### config.mk
export PLATFORM = sky130hd
export DESIGN_NAME = usmp_transceiver
export DESIGN_NICKNAME = d
export VERILOG_FILES = /design/src/hdl/usmp_pkg.sv /design/src/hdl/usmp_transceiver.sv
export SDC_FILE = /design/constraint.sdc
export NUM_CORES = 1
export LEC_CHECK = 0
export CAP_MARGIN = 20
export CORE_UTILIZATION = 60
export CTS_BUF_LIST = sky130_fd_sc_hd__clkbuf_8 sky130_fd_sc_hd__clkbuf_16
export DETAILED_ROUTE_END_ITERATION = 10
export DONT_BUFFER_PORTS = 1
export GPL_ROUTABILITY_DRIVEN = 0
export PLACE_DENSITY = 0.76
export SETUP_SLACK_MARGIN = 0.15
export SLEW_MARGIN = 25
export SYNTH_ARGS = -nofsm -noshare
export SYNTH_HDL_FRONTEND = slang
export SYNTH_SLANG_ARGS = --single-unit
### constraint.sdc
create_clock -name clock -period 4.9 [get_ports clock]
set_input_delay 0.49 -clock clock [delete_from_list [all_inputs] [get_ports clock]]
set_output_delay 0.49 -clock clock [all_outputs]
set_load 0.005 [all_outputs]
### src/hdl/usmp_pkg.sv
/*
 * Shared constants and types for the multi-drop serial transceiver.
 * Assumes a single 25 MHz system clock and a plain register port.
 */
package usmp_pkg;
    localparam int CLOCK_HZ         = 25000000;
    localparam logic [1:0] ADDR_DATA   = 2'h0;
    localparam logic [1:0] ADDR_CTRLA  = 2'h1;
    localparam logic [1:0] ADDR_CTRLB  = 2'h2;
    localparam logic [1:0] ADDR_CTRLC  = 2'h3;
    // Status/control A field positions
    localparam int A_RXC  = 7;
    localparam int A_TXC  = 6;
    localparam int A_UDRE = 5;
    localparam int A_FE   = 4;
    localparam int A_DOR  = 3;
    localparam int A_U2X  = 1;
    localparam int A_MPCM = 0;
    // Control B field positions
    localparam int B_RXEN = 4;
    localparam int B_TXEN = 3;
    localparam int B_SZ2  = 2;
    localparam int B_RXB8 = 1;
    localparam int B_TXB8 = 0;
    // Control C field positions
    localparam int C_USBS = 3;
    localparam int C_SZ1  = 2;
    localparam int C_SZ0  = 1;
    localparam logic [7:0] RESET_A = 8'h20;
    localparam logic [7:0] RESET_B = 8'h00;
    localparam logic [7:0] RESET_C = 8'h06;
    localparam logic [2:0] SIZE_NINE = 3'h7;
    localparam logic [3:0] SAMPLES_NORMAL = 4'hf;  // 16 samples, counted 0..15
    localparam logic [3:0] SAMPLES_DOUBLE = 4'h7;  // 8 samples, counted 0..7
    localparam logic [3:0] VOTE_FIRST_NORMAL = 4'h8;
    localparam logic [3:0] VOTE_FIRST_DOUBLE = 4'h4;
    localparam logic [11:0] RESET_DIVISOR = 12'h00c;
    localparam int FIFO_DEPTH = 2;

    typedef enum logic [1:0] {
        LINE_IDLE  = 2'b00,
        LINE_START = 2'b01,
        LINE_BITS  = 2'b11,
        LINE_STOP  = 2'b10
    } usmp_line_t;

    typedef struct packed {
        logic [8:0] data;
        logic       frameErr;
    } usmp_rx_entry_t;
endpackage

### src/hdl/usmp_transceiver.sv
/*
 * Asynchronous serial transceiver with receive address filtering, a shared
 * data register, a two-entry receive FIFO and 16x/8x oversampled reception.
 * Assumes the serial input is already synchronous to clock and the register
 * master never issues read and write strobes together.
 */
// Design decisions made here: the plain strobed port and the register addresses.
// Function
// - With filter mode set, non-address frames are dropped before the receive FIFO.
// - Transmitter logic ignores the filter mode bit entirely.
// - For five to eight data bits, the first stop bit is the frame type.
// - For nine data bits, the ninth bit is frame type and stored ninth bit.
// - Frame type one means address frame, zero means data frame.
// - Address frames under filtering are stored and flagged like normal frames.
// - Transmitter and receiver share one character-size setting.
// - One data address writes the transmit buffer and reads the receive head.
// - Short characters: unused upper bits ignored on send, zero on receive.
// - Data writes while the buffer-empty flag is clear are discarded.
// - Enabled transmitter loads the shifter when empty and shifts it out.
// - Receive buffer is a two-entry FIFO advanced by every data access.
// - Each bit sampled 16 times normally and 8 times in double speed.
// - Vote window starts at sample 8 or 4, middle at 9 or 5.
// - Baud error within recommended limits, split between both ends.
// - Transmit-complete clears when software writes one to its bit.
// - Buffer-empty flag reads one after reset.
// - Receive-complete shows unread data; cleared when empty or receiver off.
module usmp_transceiver #(
    parameter logic [11:0] DIVISOR_RESET = usmp_pkg::RESET_DIVISOR
) (
    input  wire logic       clock,
    input  wire logic       rst,
    input  wire logic [2:0] regAddr,
    input  wire logic [7:0] regWrData,
    input  wire logic       regWrite,
    input  wire logic       regRead,
    output logic      [7:0] regRdData,
    input  wire logic       serialIn,
    output logic            serialOut,
    output logic            txCompleteFlag,
    output logic            rxCompleteFlag
);
    // Width of a character from the shared size code
    function automatic logic [3:0] char_bits(input logic [2:0] code);
        unique case (code)
            3'h0:    char_bits = 4'h5;
            3'h1:    char_bits = 4'h6;
            3'h2:    char_bits = 4'h7;
            3'h7:    char_bits = 4'h9;
            default: char_bits = 4'h8;
        endcase
    endfunction

    // Keep only the low n bits of a character
    function automatic logic [8:0] trim(input logic [8:0] v, input logic [3:0] n);
        trim = v & ~(9'h1ff << n);
    endfunction

    logic [7:0]  ctrlA;
    logic [7:0]  ctrlB;
    logic [7:0]  ctrlC;
    logic [11:0] baudDivisor;
    logic [11:0] baudCount;
    logic        txComplete;
    logic        txBufFull;
    logic [8:0]  txDataBuffer;
    logic [11:0] txShift;
    logic [3:0]  txBitsLeft;
    logic [3:0]  txSample;
    logic        txBusy;
    usmp_pkg::usmp_line_t rxState;
    logic [3:0]  rxSample;
    logic [3:0]  rxBitIdx;
    logic [8:0]  rxShift;
    logic [2:0]  votes;
    usmp_pkg::usmp_rx_entry_t rxFifo [usmp_pkg::FIFO_DEPTH];
    logic [1:0]  rxCount;
    logic        overrun;

    // Shared size setting for both directions
    wire [2:0] charSizeCode  = {ctrlB[usmp_pkg::B_SZ2], ctrlC[usmp_pkg::C_SZ1],
                                ctrlC[usmp_pkg::C_SZ0]};
    wire [3:0] nBits         = char_bits(charSizeCode);
    wire       nineBit       = (charSizeCode == usmp_pkg::SIZE_NINE);
    wire       addrFilterMode = ctrlA[usmp_pkg::A_MPCM];
    wire       doubleSpeedSel = ctrlA[usmp_pkg::A_U2X];
    wire       rxEnable      = ctrlB[usmp_pkg::B_RXEN];
    wire       txEnable      = ctrlB[usmp_pkg::B_TXEN];
    wire       stopBitSelect = ctrlC[usmp_pkg::C_USBS];
    wire [3:0] lastSample    = doubleSpeedSel ? usmp_pkg::SAMPLES_DOUBLE
                                              : usmp_pkg::SAMPLES_NORMAL;
    wire [3:0] voteFirst     = doubleSpeedSel ? usmp_pkg::VOTE_FIRST_DOUBLE
                                              : usmp_pkg::VOTE_FIRST_NORMAL;
    wire       tick          = (baudCount == 12'h000);

    // Register port decode
    wire dataAccess = (regAddr[1:0] == usmp_pkg::ADDR_DATA) && !regAddr[2];
    wire wrData     = regWrite && dataAccess;
    wire wrA        = regWrite && !regAddr[2] && regAddr[1:0] == usmp_pkg::ADDR_CTRLA;
    wire wrB        = regWrite && !regAddr[2] && regAddr[1:0] == usmp_pkg::ADDR_CTRLB;
    wire wrC        = regWrite && !regAddr[2] && regAddr[1:0] == usmp_pkg::ADDR_CTRLC;
    wire wrDivLo    = regWrite && regAddr == 3'h4;
    wire wrDivHi    = regWrite && regAddr == 3'h5;
    // Any strobe on the data location pops, so bit tests count too
    wire rxPop      = (regRead || regWrite) && dataAccess && rxCount != 2'h0;
    wire txAccept   = wrData && !txBufFull;

    // Receiver majority vote and frame classification
    // Third vote sample is the live input, so samples 8, 9, 10 (4, 5, 6) decide
    wire voteBit    = (votes[0] & votes[1]) | (votes[1] & serialIn)
                    | (votes[0] & serialIn);
    wire inVote     = rxSample >= voteFirst && rxSample <= voteFirst + 4'h2;
    wire voteDone   = tick && rxSample == voteFirst + 4'h2;
    // Frame type: ninth bit for 9-bit, first stop bit otherwise
    wire frameType  = nineBit ? rxShift[8] : voteBit;
    wire isAddress  = frameType;
    wire frameEnd   = rxState == usmp_pkg::LINE_STOP && voteDone;
    wire keepFrame  = !addrFilterMode || isAddress;
    wire rxPush     = frameEnd && keepFrame && rxEnable;
    wire fifoFull   = rxCount == 2'(usmp_pkg::FIFO_DEPTH);
    wire [8:0] rxHeadData = rxCount != 2'h0 ? rxFifo[0].data : 9'h000;
    wire [1:0] next_rxCount = rxCount + 2'(rxPush && !fifoFull) - 2'(rxPop);

    // Read data mux; reserved addresses read zero
    wire [7:0] statusA = {rxCount != 2'h0, txComplete, !txBufFull,
                          rxCount != 2'h0 && rxFifo[0].frameErr, overrun,
                          1'b0, doubleSpeedSel, addrFilterMode};
    wire [7:0] statusB = {ctrlB[7:2], rxHeadData[8], ctrlB[usmp_pkg::B_TXB8]};
    logic [7:0] next_rdData;
    always_comb begin
        unique case (regAddr)
            3'h0:    next_rdData = rxHeadData[7:0];
            3'h1:    next_rdData = statusA;
            3'h2:    next_rdData = statusB;
            3'h3:    next_rdData = ctrlC;
            3'h4:    next_rdData = baudDivisor[7:0];
            3'h5:    next_rdData = {4'h0, baudDivisor[11:8]};
            default: next_rdData = 8'h00;
        endcase
    end

    // Read data held for exactly the cycle after the strobe
    always_ff @(posedge clock or posedge rst) begin
        if (rst) begin
            regRdData <= 8'h00;
        end else begin
            regRdData <= regRead ? next_rdData : 8'h00;
        end
    end

    // Control registers; status bits in A are read-only
    always_ff @(posedge clock or posedge rst) begin
        if (rst) begin
            ctrlA       <= usmp_pkg::RESET_A;
            ctrlB       <= usmp_pkg::RESET_B;
            ctrlC       <= usmp_pkg::RESET_C;
            baudDivisor <= DIVISOR_RESET;
        end else begin
            if (wrA) begin
                ctrlA <= {6'h00, regWrData[usmp_pkg::A_U2X], regWrData[usmp_pkg::A_MPCM]};
            end
            if (wrB) begin
                ctrlB <= regWrData;
            end
            if (wrC) begin
                ctrlC <= regWrData;
            end
            if (wrDivLo) begin
                baudDivisor[7:0] <= regWrData;
            end
            if (wrDivHi) begin
                baudDivisor[11:8] <= regWrData[3:0];
            end
        end
    end

    // Sample-rate divider shared by both directions
    always_ff @(posedge clock or posedge rst) begin
        if (rst) begin
            baudCount <= 12'h000;
        end else begin
            baudCount <= tick ? baudDivisor : baudCount - 12'h001;
        end
    end

    // Transmit buffer and shifter; filter mode plays no part here
    always_ff @(posedge clock or posedge rst) begin
        if (rst) begin
            txBufFull    <= 1'b0;
            txDataBuffer <= 9'h000;
            txShift      <= 12'hfff;
            txBitsLeft   <= 4'h0;
            txSample     <= 4'h0;
            txBusy       <= 1'b0;
            txComplete   <= 1'b0;
            serialOut    <= 1'b1;
        end else begin
            if (txAccept) begin
                txBufFull    <= 1'b1;
                txDataBuffer <= trim({ctrlB[usmp_pkg::B_TXB8], regWrData}, nBits);
            end
            if (!txBusy && txBufFull && txEnable && !txAccept) begin
                txBufFull  <= 1'b0;
                txBusy     <= 1'b1;
                txShift    <= {2'h3, txDataBuffer | ~trim(9'h1ff, nBits), 1'b0}; // Ones as stop
                txBitsLeft <= nBits + 4'h2 + 4'(stopBitSelect);
                txSample   <= 4'h0;
            end else if (txBusy && tick) begin
                txSample <= txSample == lastSample ? 4'h0 : txSample + 4'h1;
                if (txSample == 4'h0) begin
                    serialOut <= txShift[0];
                end
                if (txSample == lastSample) begin
                    txShift    <= {1'b1, txShift[11:1]};
                    txBitsLeft <= txBitsLeft - 4'h1;
                    if (txBitsLeft == 4'h1) begin
                        txBusy <= 1'b0;
                    end
                end
            end
            // Completion wins over a same-cycle software clear
            if (txBusy && tick && txSample == lastSample && txBitsLeft == 4'h1
                    && !txBufFull) begin
                txComplete <= 1'b1;
            end else if (wrA && regWrData[usmp_pkg::A_TXC]) begin
                txComplete <= 1'b0;
            end
        end
    end

    // Receive framing: start check, data bits, first stop bit
    always_ff @(posedge clock or posedge rst) begin
        if (rst) begin
            rxState  <= usmp_pkg::LINE_IDLE;
            rxSample <= 4'h0;
            rxBitIdx <= 4'h0;
            rxShift  <= 9'h000;
            votes    <= 3'h7;
        end else if (!rxEnable) begin
            rxState <= usmp_pkg::LINE_IDLE;                                    // Disable is immediate
        end else if (tick) begin
            rxSample <= rxSample == lastSample ? 4'h0 : rxSample + 4'h1;
            if (inVote) begin
                votes <= {votes[1:0], serialIn};
            end
            unique case (rxState)
                usmp_pkg::LINE_IDLE: begin
                    rxSample <= serialIn ? 4'h1 : 4'h2;                        // Low sample here is 1
                    if (!serialIn) begin
                        rxState <= usmp_pkg::LINE_START;
                    end
                end
                usmp_pkg::LINE_START: begin
                    if (voteDone) begin
                        rxState  <= voteBit ? usmp_pkg::LINE_IDLE : usmp_pkg::LINE_BITS;
                        rxBitIdx <= 4'h0;
                    end
                end
                usmp_pkg::LINE_BITS: begin
                    if (voteDone) begin
                        rxShift  <= {voteBit, rxShift[8:1]};
                        rxBitIdx <= rxBitIdx + 4'h1;
                        if (rxBitIdx == nBits - 4'h1) begin
                            rxState <= usmp_pkg::LINE_STOP;
                        end
                    end
                end
                usmp_pkg::LINE_STOP: begin
                    if (voteDone) begin
                        rxState <= usmp_pkg::LINE_IDLE;                        // Only first stop used
                    end
                end
            endcase
        end
    end

    // Align the assembled character to bit 0, upper bits zero
    wire [8:0] rxChar = trim(rxShift >> (4'h9 - nBits), nBits);

    // Two-entry receive FIFO; flushed when the receiver is off
    always_ff @(posedge clock or posedge rst) begin
        if (rst) begin
            rxCount <= 2'h0;
            overrun <= 1'b0;
            for (int i = 0; i < usmp_pkg::FIFO_DEPTH; i++) begin
                rxFifo[i] <= '0;
            end
        end else if (!rxEnable) begin
            rxCount <= 2'h0;
            overrun <= 1'b0;
        end else begin
            rxCount <= next_rxCount;
            if (rxPop) begin
                rxFifo[0] <= rxFifo[1];
            end
            if (rxPush && !fifoFull) begin
                rxFifo[rxPop ? 1'b0 : rxCount[0]] <= '{data: rxChar, frameErr: !voteBit};
                overrun <= 1'b0;
            end else if (rxPush) begin
                overrun <= 1'b1;
            end
        end
    end

    // Flag outputs registered for clean edges
    always_ff @(posedge clock or posedge rst) begin
        if (rst) begin
            txCompleteFlag <= 1'b0;
            rxCompleteFlag <= 1'b0;
        end else begin
            txCompleteFlag <= txComplete;
            rxCompleteFlag <= next_rxCount != 2'h0 && rxEnable;
        end
    end
endmodule // usmp_transceiver
==> results.txt <==
The share of the synthesized area in the top cell type works out to 0.401. The endpoint of the worst-slack reg-to-reg timing path was rxCompleteFlag$_DFF_PP0_. Type of the worst min-delay path: primary input to async pin. On the final layout, the worst hold slack is 0.0596 ns. The run finished with clean final reports. Count of final setup violators: 0.

Buffer type at the clock tree root: clkbuf_16. Sorting the synthesized cells by area gives the leading types as dfrtp_1 40%, mux2_2 7.9%, dfstp_2 6.6%. The average wire per standard cell was 20.0 um. The number of instances resized during post-cts repair was 0; the maximum resistive drop on vdd was 0.370 mV. Final global-route overflow total: 0.

Fill cells in the final layout number 813. The critical-path maximum fanout came out at 8. Summing all multi-input logic gate instances after layout gives 3370 um2. The total power divided by cell area is 475 nW/um2, and the number of global-route vias before repair is 5083. At the end of the flow, the number of nets in the layout was 704.

The fraction of final layout cells with drive strength greater than 1 was 0.183; the total length of routed wires was 16400 um. Across the whole layout, storage elements account for 3170 um2. The static leakage was 3.37 nW.

The clock reaches the later pin of the worst-skew pair after 0.42 ns. The number of flops mapped to enable cells by yosys came out at 0. The cell type contributing the most total cell area after synthesis was dfrtp_1. The initial antenna violation count was 0; the number of nets still failing antenna checks after routing was 0. The number of clock buffers added by TritonCTS is 17. After synthesis the cells add up to 6800 um2. Hold repair after CTS inserted 0 buffers. A synthesized cell averages 10.1 um2. The critical path ends at rxCompleteFlag$_DFF_PP0_. Entering global routing, the biggest net connects 77 pins. Yosys printed 0 warnings. The synthesis-stage register bit count is 126, and the post-route fraction of the period consumed by the critical path is 0.682. The tool flagged a number of max-cap violations equal to 0. For the final cell utilization of the core, the log shows 0.684.

The number of inserted diodes was 0. Pin placement for this block handled 27 I/O pins. STA classifies the critical path startpoint as a register.

The die is 108 um wide. The detail-routed via count per cell is 6.31. For this run, the leading register cell type out of synthesis is dfrtp_1. For the pin with the worst max-slew slack, the measured transition is 1.00 ns. For the final count of pins violating max slew, the log shows 0. The critical path class is register to register. Shortest clock period the worst path allows after layout: 3.34 ns.

In the final timing run, aggregate negative setup slack is 0 ns. For the floorplan die area, the log shows 11800 um2. For the count of endpoints failing hold in the final timing report, the log shows 0. Counting every sink on the clock net gives 126.

Initial core utilization: 0.622. By count the netlist is led by 109 x dfrtp_1, 74 x nand2_1, 55 x nor2_1, 48 x mux2_2, 34 x inv_1. The worst setup path is captured at a register. The detailed router finished its first iteration with 459 violations.

Compared with the post-synthesis result, the final layout area differs by 9.94%. Setup repair after global routing left no endpoint under its margin. The logs give 38 for the row count and 1.56 ns for the reg-to-reg setup timing slack. The clock slew seen by the registers of the worst setup and hold paths was 0.06 ns; the instance count of the mapped netlist was 674.

TritonCTS built the clock tree. For the residual DRC count, the log shows 0. The synthesized netlist contains 68 unique library cells. The logs give 2 for the maximum count of clock buffers along a single path and 10900 um2 for the floorplan core area.

The start of the worst register-to-register path is baudCount[0]$_DFF_PP0_. The height of the die was 108 um. Synthesized net count: 713.

Between clock sinks in the finished design, the worst skew comes to 0.00955 ns. The aggregate global-route resource usage was 0.305; the total number of vias was 5164. The first global-routing pass estimated 26800 um of wire. For the required time at the worst-slack endpoint, the log shows 5.20 ns. Post-synthesis async set-or-reset flop share: 1.00. The first TritonRoute pass finished after 5 iterations.

Achievable frequency: 299 MHz. For the worst setup path, the data arrival time is 3.65 ns. Count of H-tree levels built during CTS: 4. Most common cell in the netlist: dfrtp_1. The worst relative slew slack was 0.325. The half-perimeter wire length after detailed placement came out at 11400 um. Beginning of the critical path: baudCount[0]$_DFF_PP0_. The number of port buffers was 0.

Post-CTS timing repair inserted 0 buffers for setup. The sequential element share of the synthesized area is 0.467, and the number of cells on the worst reg-to-reg path is 13.
-- logic make-up (layout without fill, tap and decap cells) --
group | Yosys count | after routing | synth area share
AND/OR/NAND/NOR | 253 | 253 | 0.194
buffers and inverters | 65 | 69 | 0.0390
flip-flops | 126 | 126 | 0.467
multiplexers | 68 | 68 | 0.112
XOR/XNOR | 17 | 17 | 0.0219
AO/OA/AOI/OAI | 121 | 121 | 0.122
adder cells (fa/ha/maj) | 24 | 24 | 0.0438
-- worst max-delay path, stage by stage, from the launching register on --
cell and delay [ns]:
dfrtp_1 0.41, inv_1 0.07, ha_1 0.24, nor4b_4 0.37, nand3_4 0.21, nor4_4 0.44
nand2_1 0.13, or2_2 0.31, ha_1 0.28, inv_1 0.04, ha_1 0.18, xnor2_1 0.12
and2_1 0.16, or2_2 0.26
-- cell type report --
type,instances,area share
Clock buffer,24,0.0698
Clock inverter,8,0.0116
Inverter,35,0.0182
Multi-Input combinational cell,483,0.450
Sequential cell,126,0.425
Tap cell,140,0.0234
Timing Repair Buffer,2,0.00201
-- worst min-delay path by stage --
stage	start	endpoint	slack, ns	depth (start not counted)
6_report	rst	baudDivisor[9]$_DFFE_PP0P_	0.06	1
5_1_grt	rst	baudCount[9]$_DFF_PP0_	0.11	1
4_1_cts	regWrData[3]	txDataBuffer[3]$_DFFE_PP0P_	0.18	2
3_5_place_dp	txComplete$_DFFE_PP0P_	txCompleteFlag$_DFF_PP0_	0.43	0
3_3_place_gp	txComplete$_DFFE_PP0P_	txCompleteFlag$_DFF_PP0_	0.40	0
2_1_floorplan	txComplete$_DFFE_PP0P_	txCompleteFlag$_DFF_PP0_	0.37	0
-- per-layer routing --
| metal | global-route usage | vias up | wire length, um | share of wire |
|---|---|---|---|---|
| met5 | 0 | - | 0 | 0 |
| met4 | 0.119 | 0 | 329 | 0.020 |
| met3 | 0.0850 | 23 | 1040 | 0.064 |
| met2 | 0.467 | 218 | 7850 | 0.48 |
| met1 | 0.412 | 2543 | 7170 | 0.44 |
| li1 | - | 2380 | - | - |
-- power breakdown --
group	internal [mW]	total [mW]	switching, mW
clock network	0.835	1.27	0.439
logic	0.341	0.757	0.416
registers	1.29	1.52	0.237
total	2.46	3.55	1.09
-- sequential cells by signal, summed over array words and instances, names as in the netlist, 4 cells and up, named ones only --
register      flops
baudCount        12
baudDivisor      12
rxFifo           10
txShift          10
rxShift           9
txDataBuffer      9
ctrlC             8
regRdData         8
ctrlB             7
rxBitIdx          4
rxSample          4
txBitsLeft        4
txSample          4
-- per-stage QoR --
step                std cells  setup slack (ns)  instance area, um2  power (mW)
floorplan                 674              1.08                6800        2.06
global placement          786              1.78                6860        2.21
detailed placement        786              1.66                6860        2.27
CTS                       818              1.59                7470        3.55
global route              818              1.37                7470        3.73
finish                    818              1.56                7470        3.55
-- cell usage in the layout, fill, tap and decap left out, types with 4 or more instances in the layout --
master	netlist	layout
nor2b_1	10	10
or2_2	8	8
clkbuf_8	0	7
clkbuf_16	0	17
a31oi_1	8	8
nand2b_1	12	12
inv_1	34	36
and3_1	5	5
o22ai_1	4	4
or3_1	5	5
nand4_1	5	5
or4_1	4	4
xor2_1	4	4
dfrtp_1	109	109
xnor2_1	13	13
a22oi_1	9	9
and2_1	10	10
a221o_1	4	4
o21ai_0	30	30
a22o_1	5	5
nand2_1	74	74
mux2_2	48	48
ha_1	23	23
dfstp_2	17	17
a21oi_1	24	24
nor2_1	55	55
nand3b_1	7	7
mux2i_1	17	17
nor3_1	19	19
a211oi_1	9	9
nand3_1	20	20
Power figures use the tool's default switching activity.
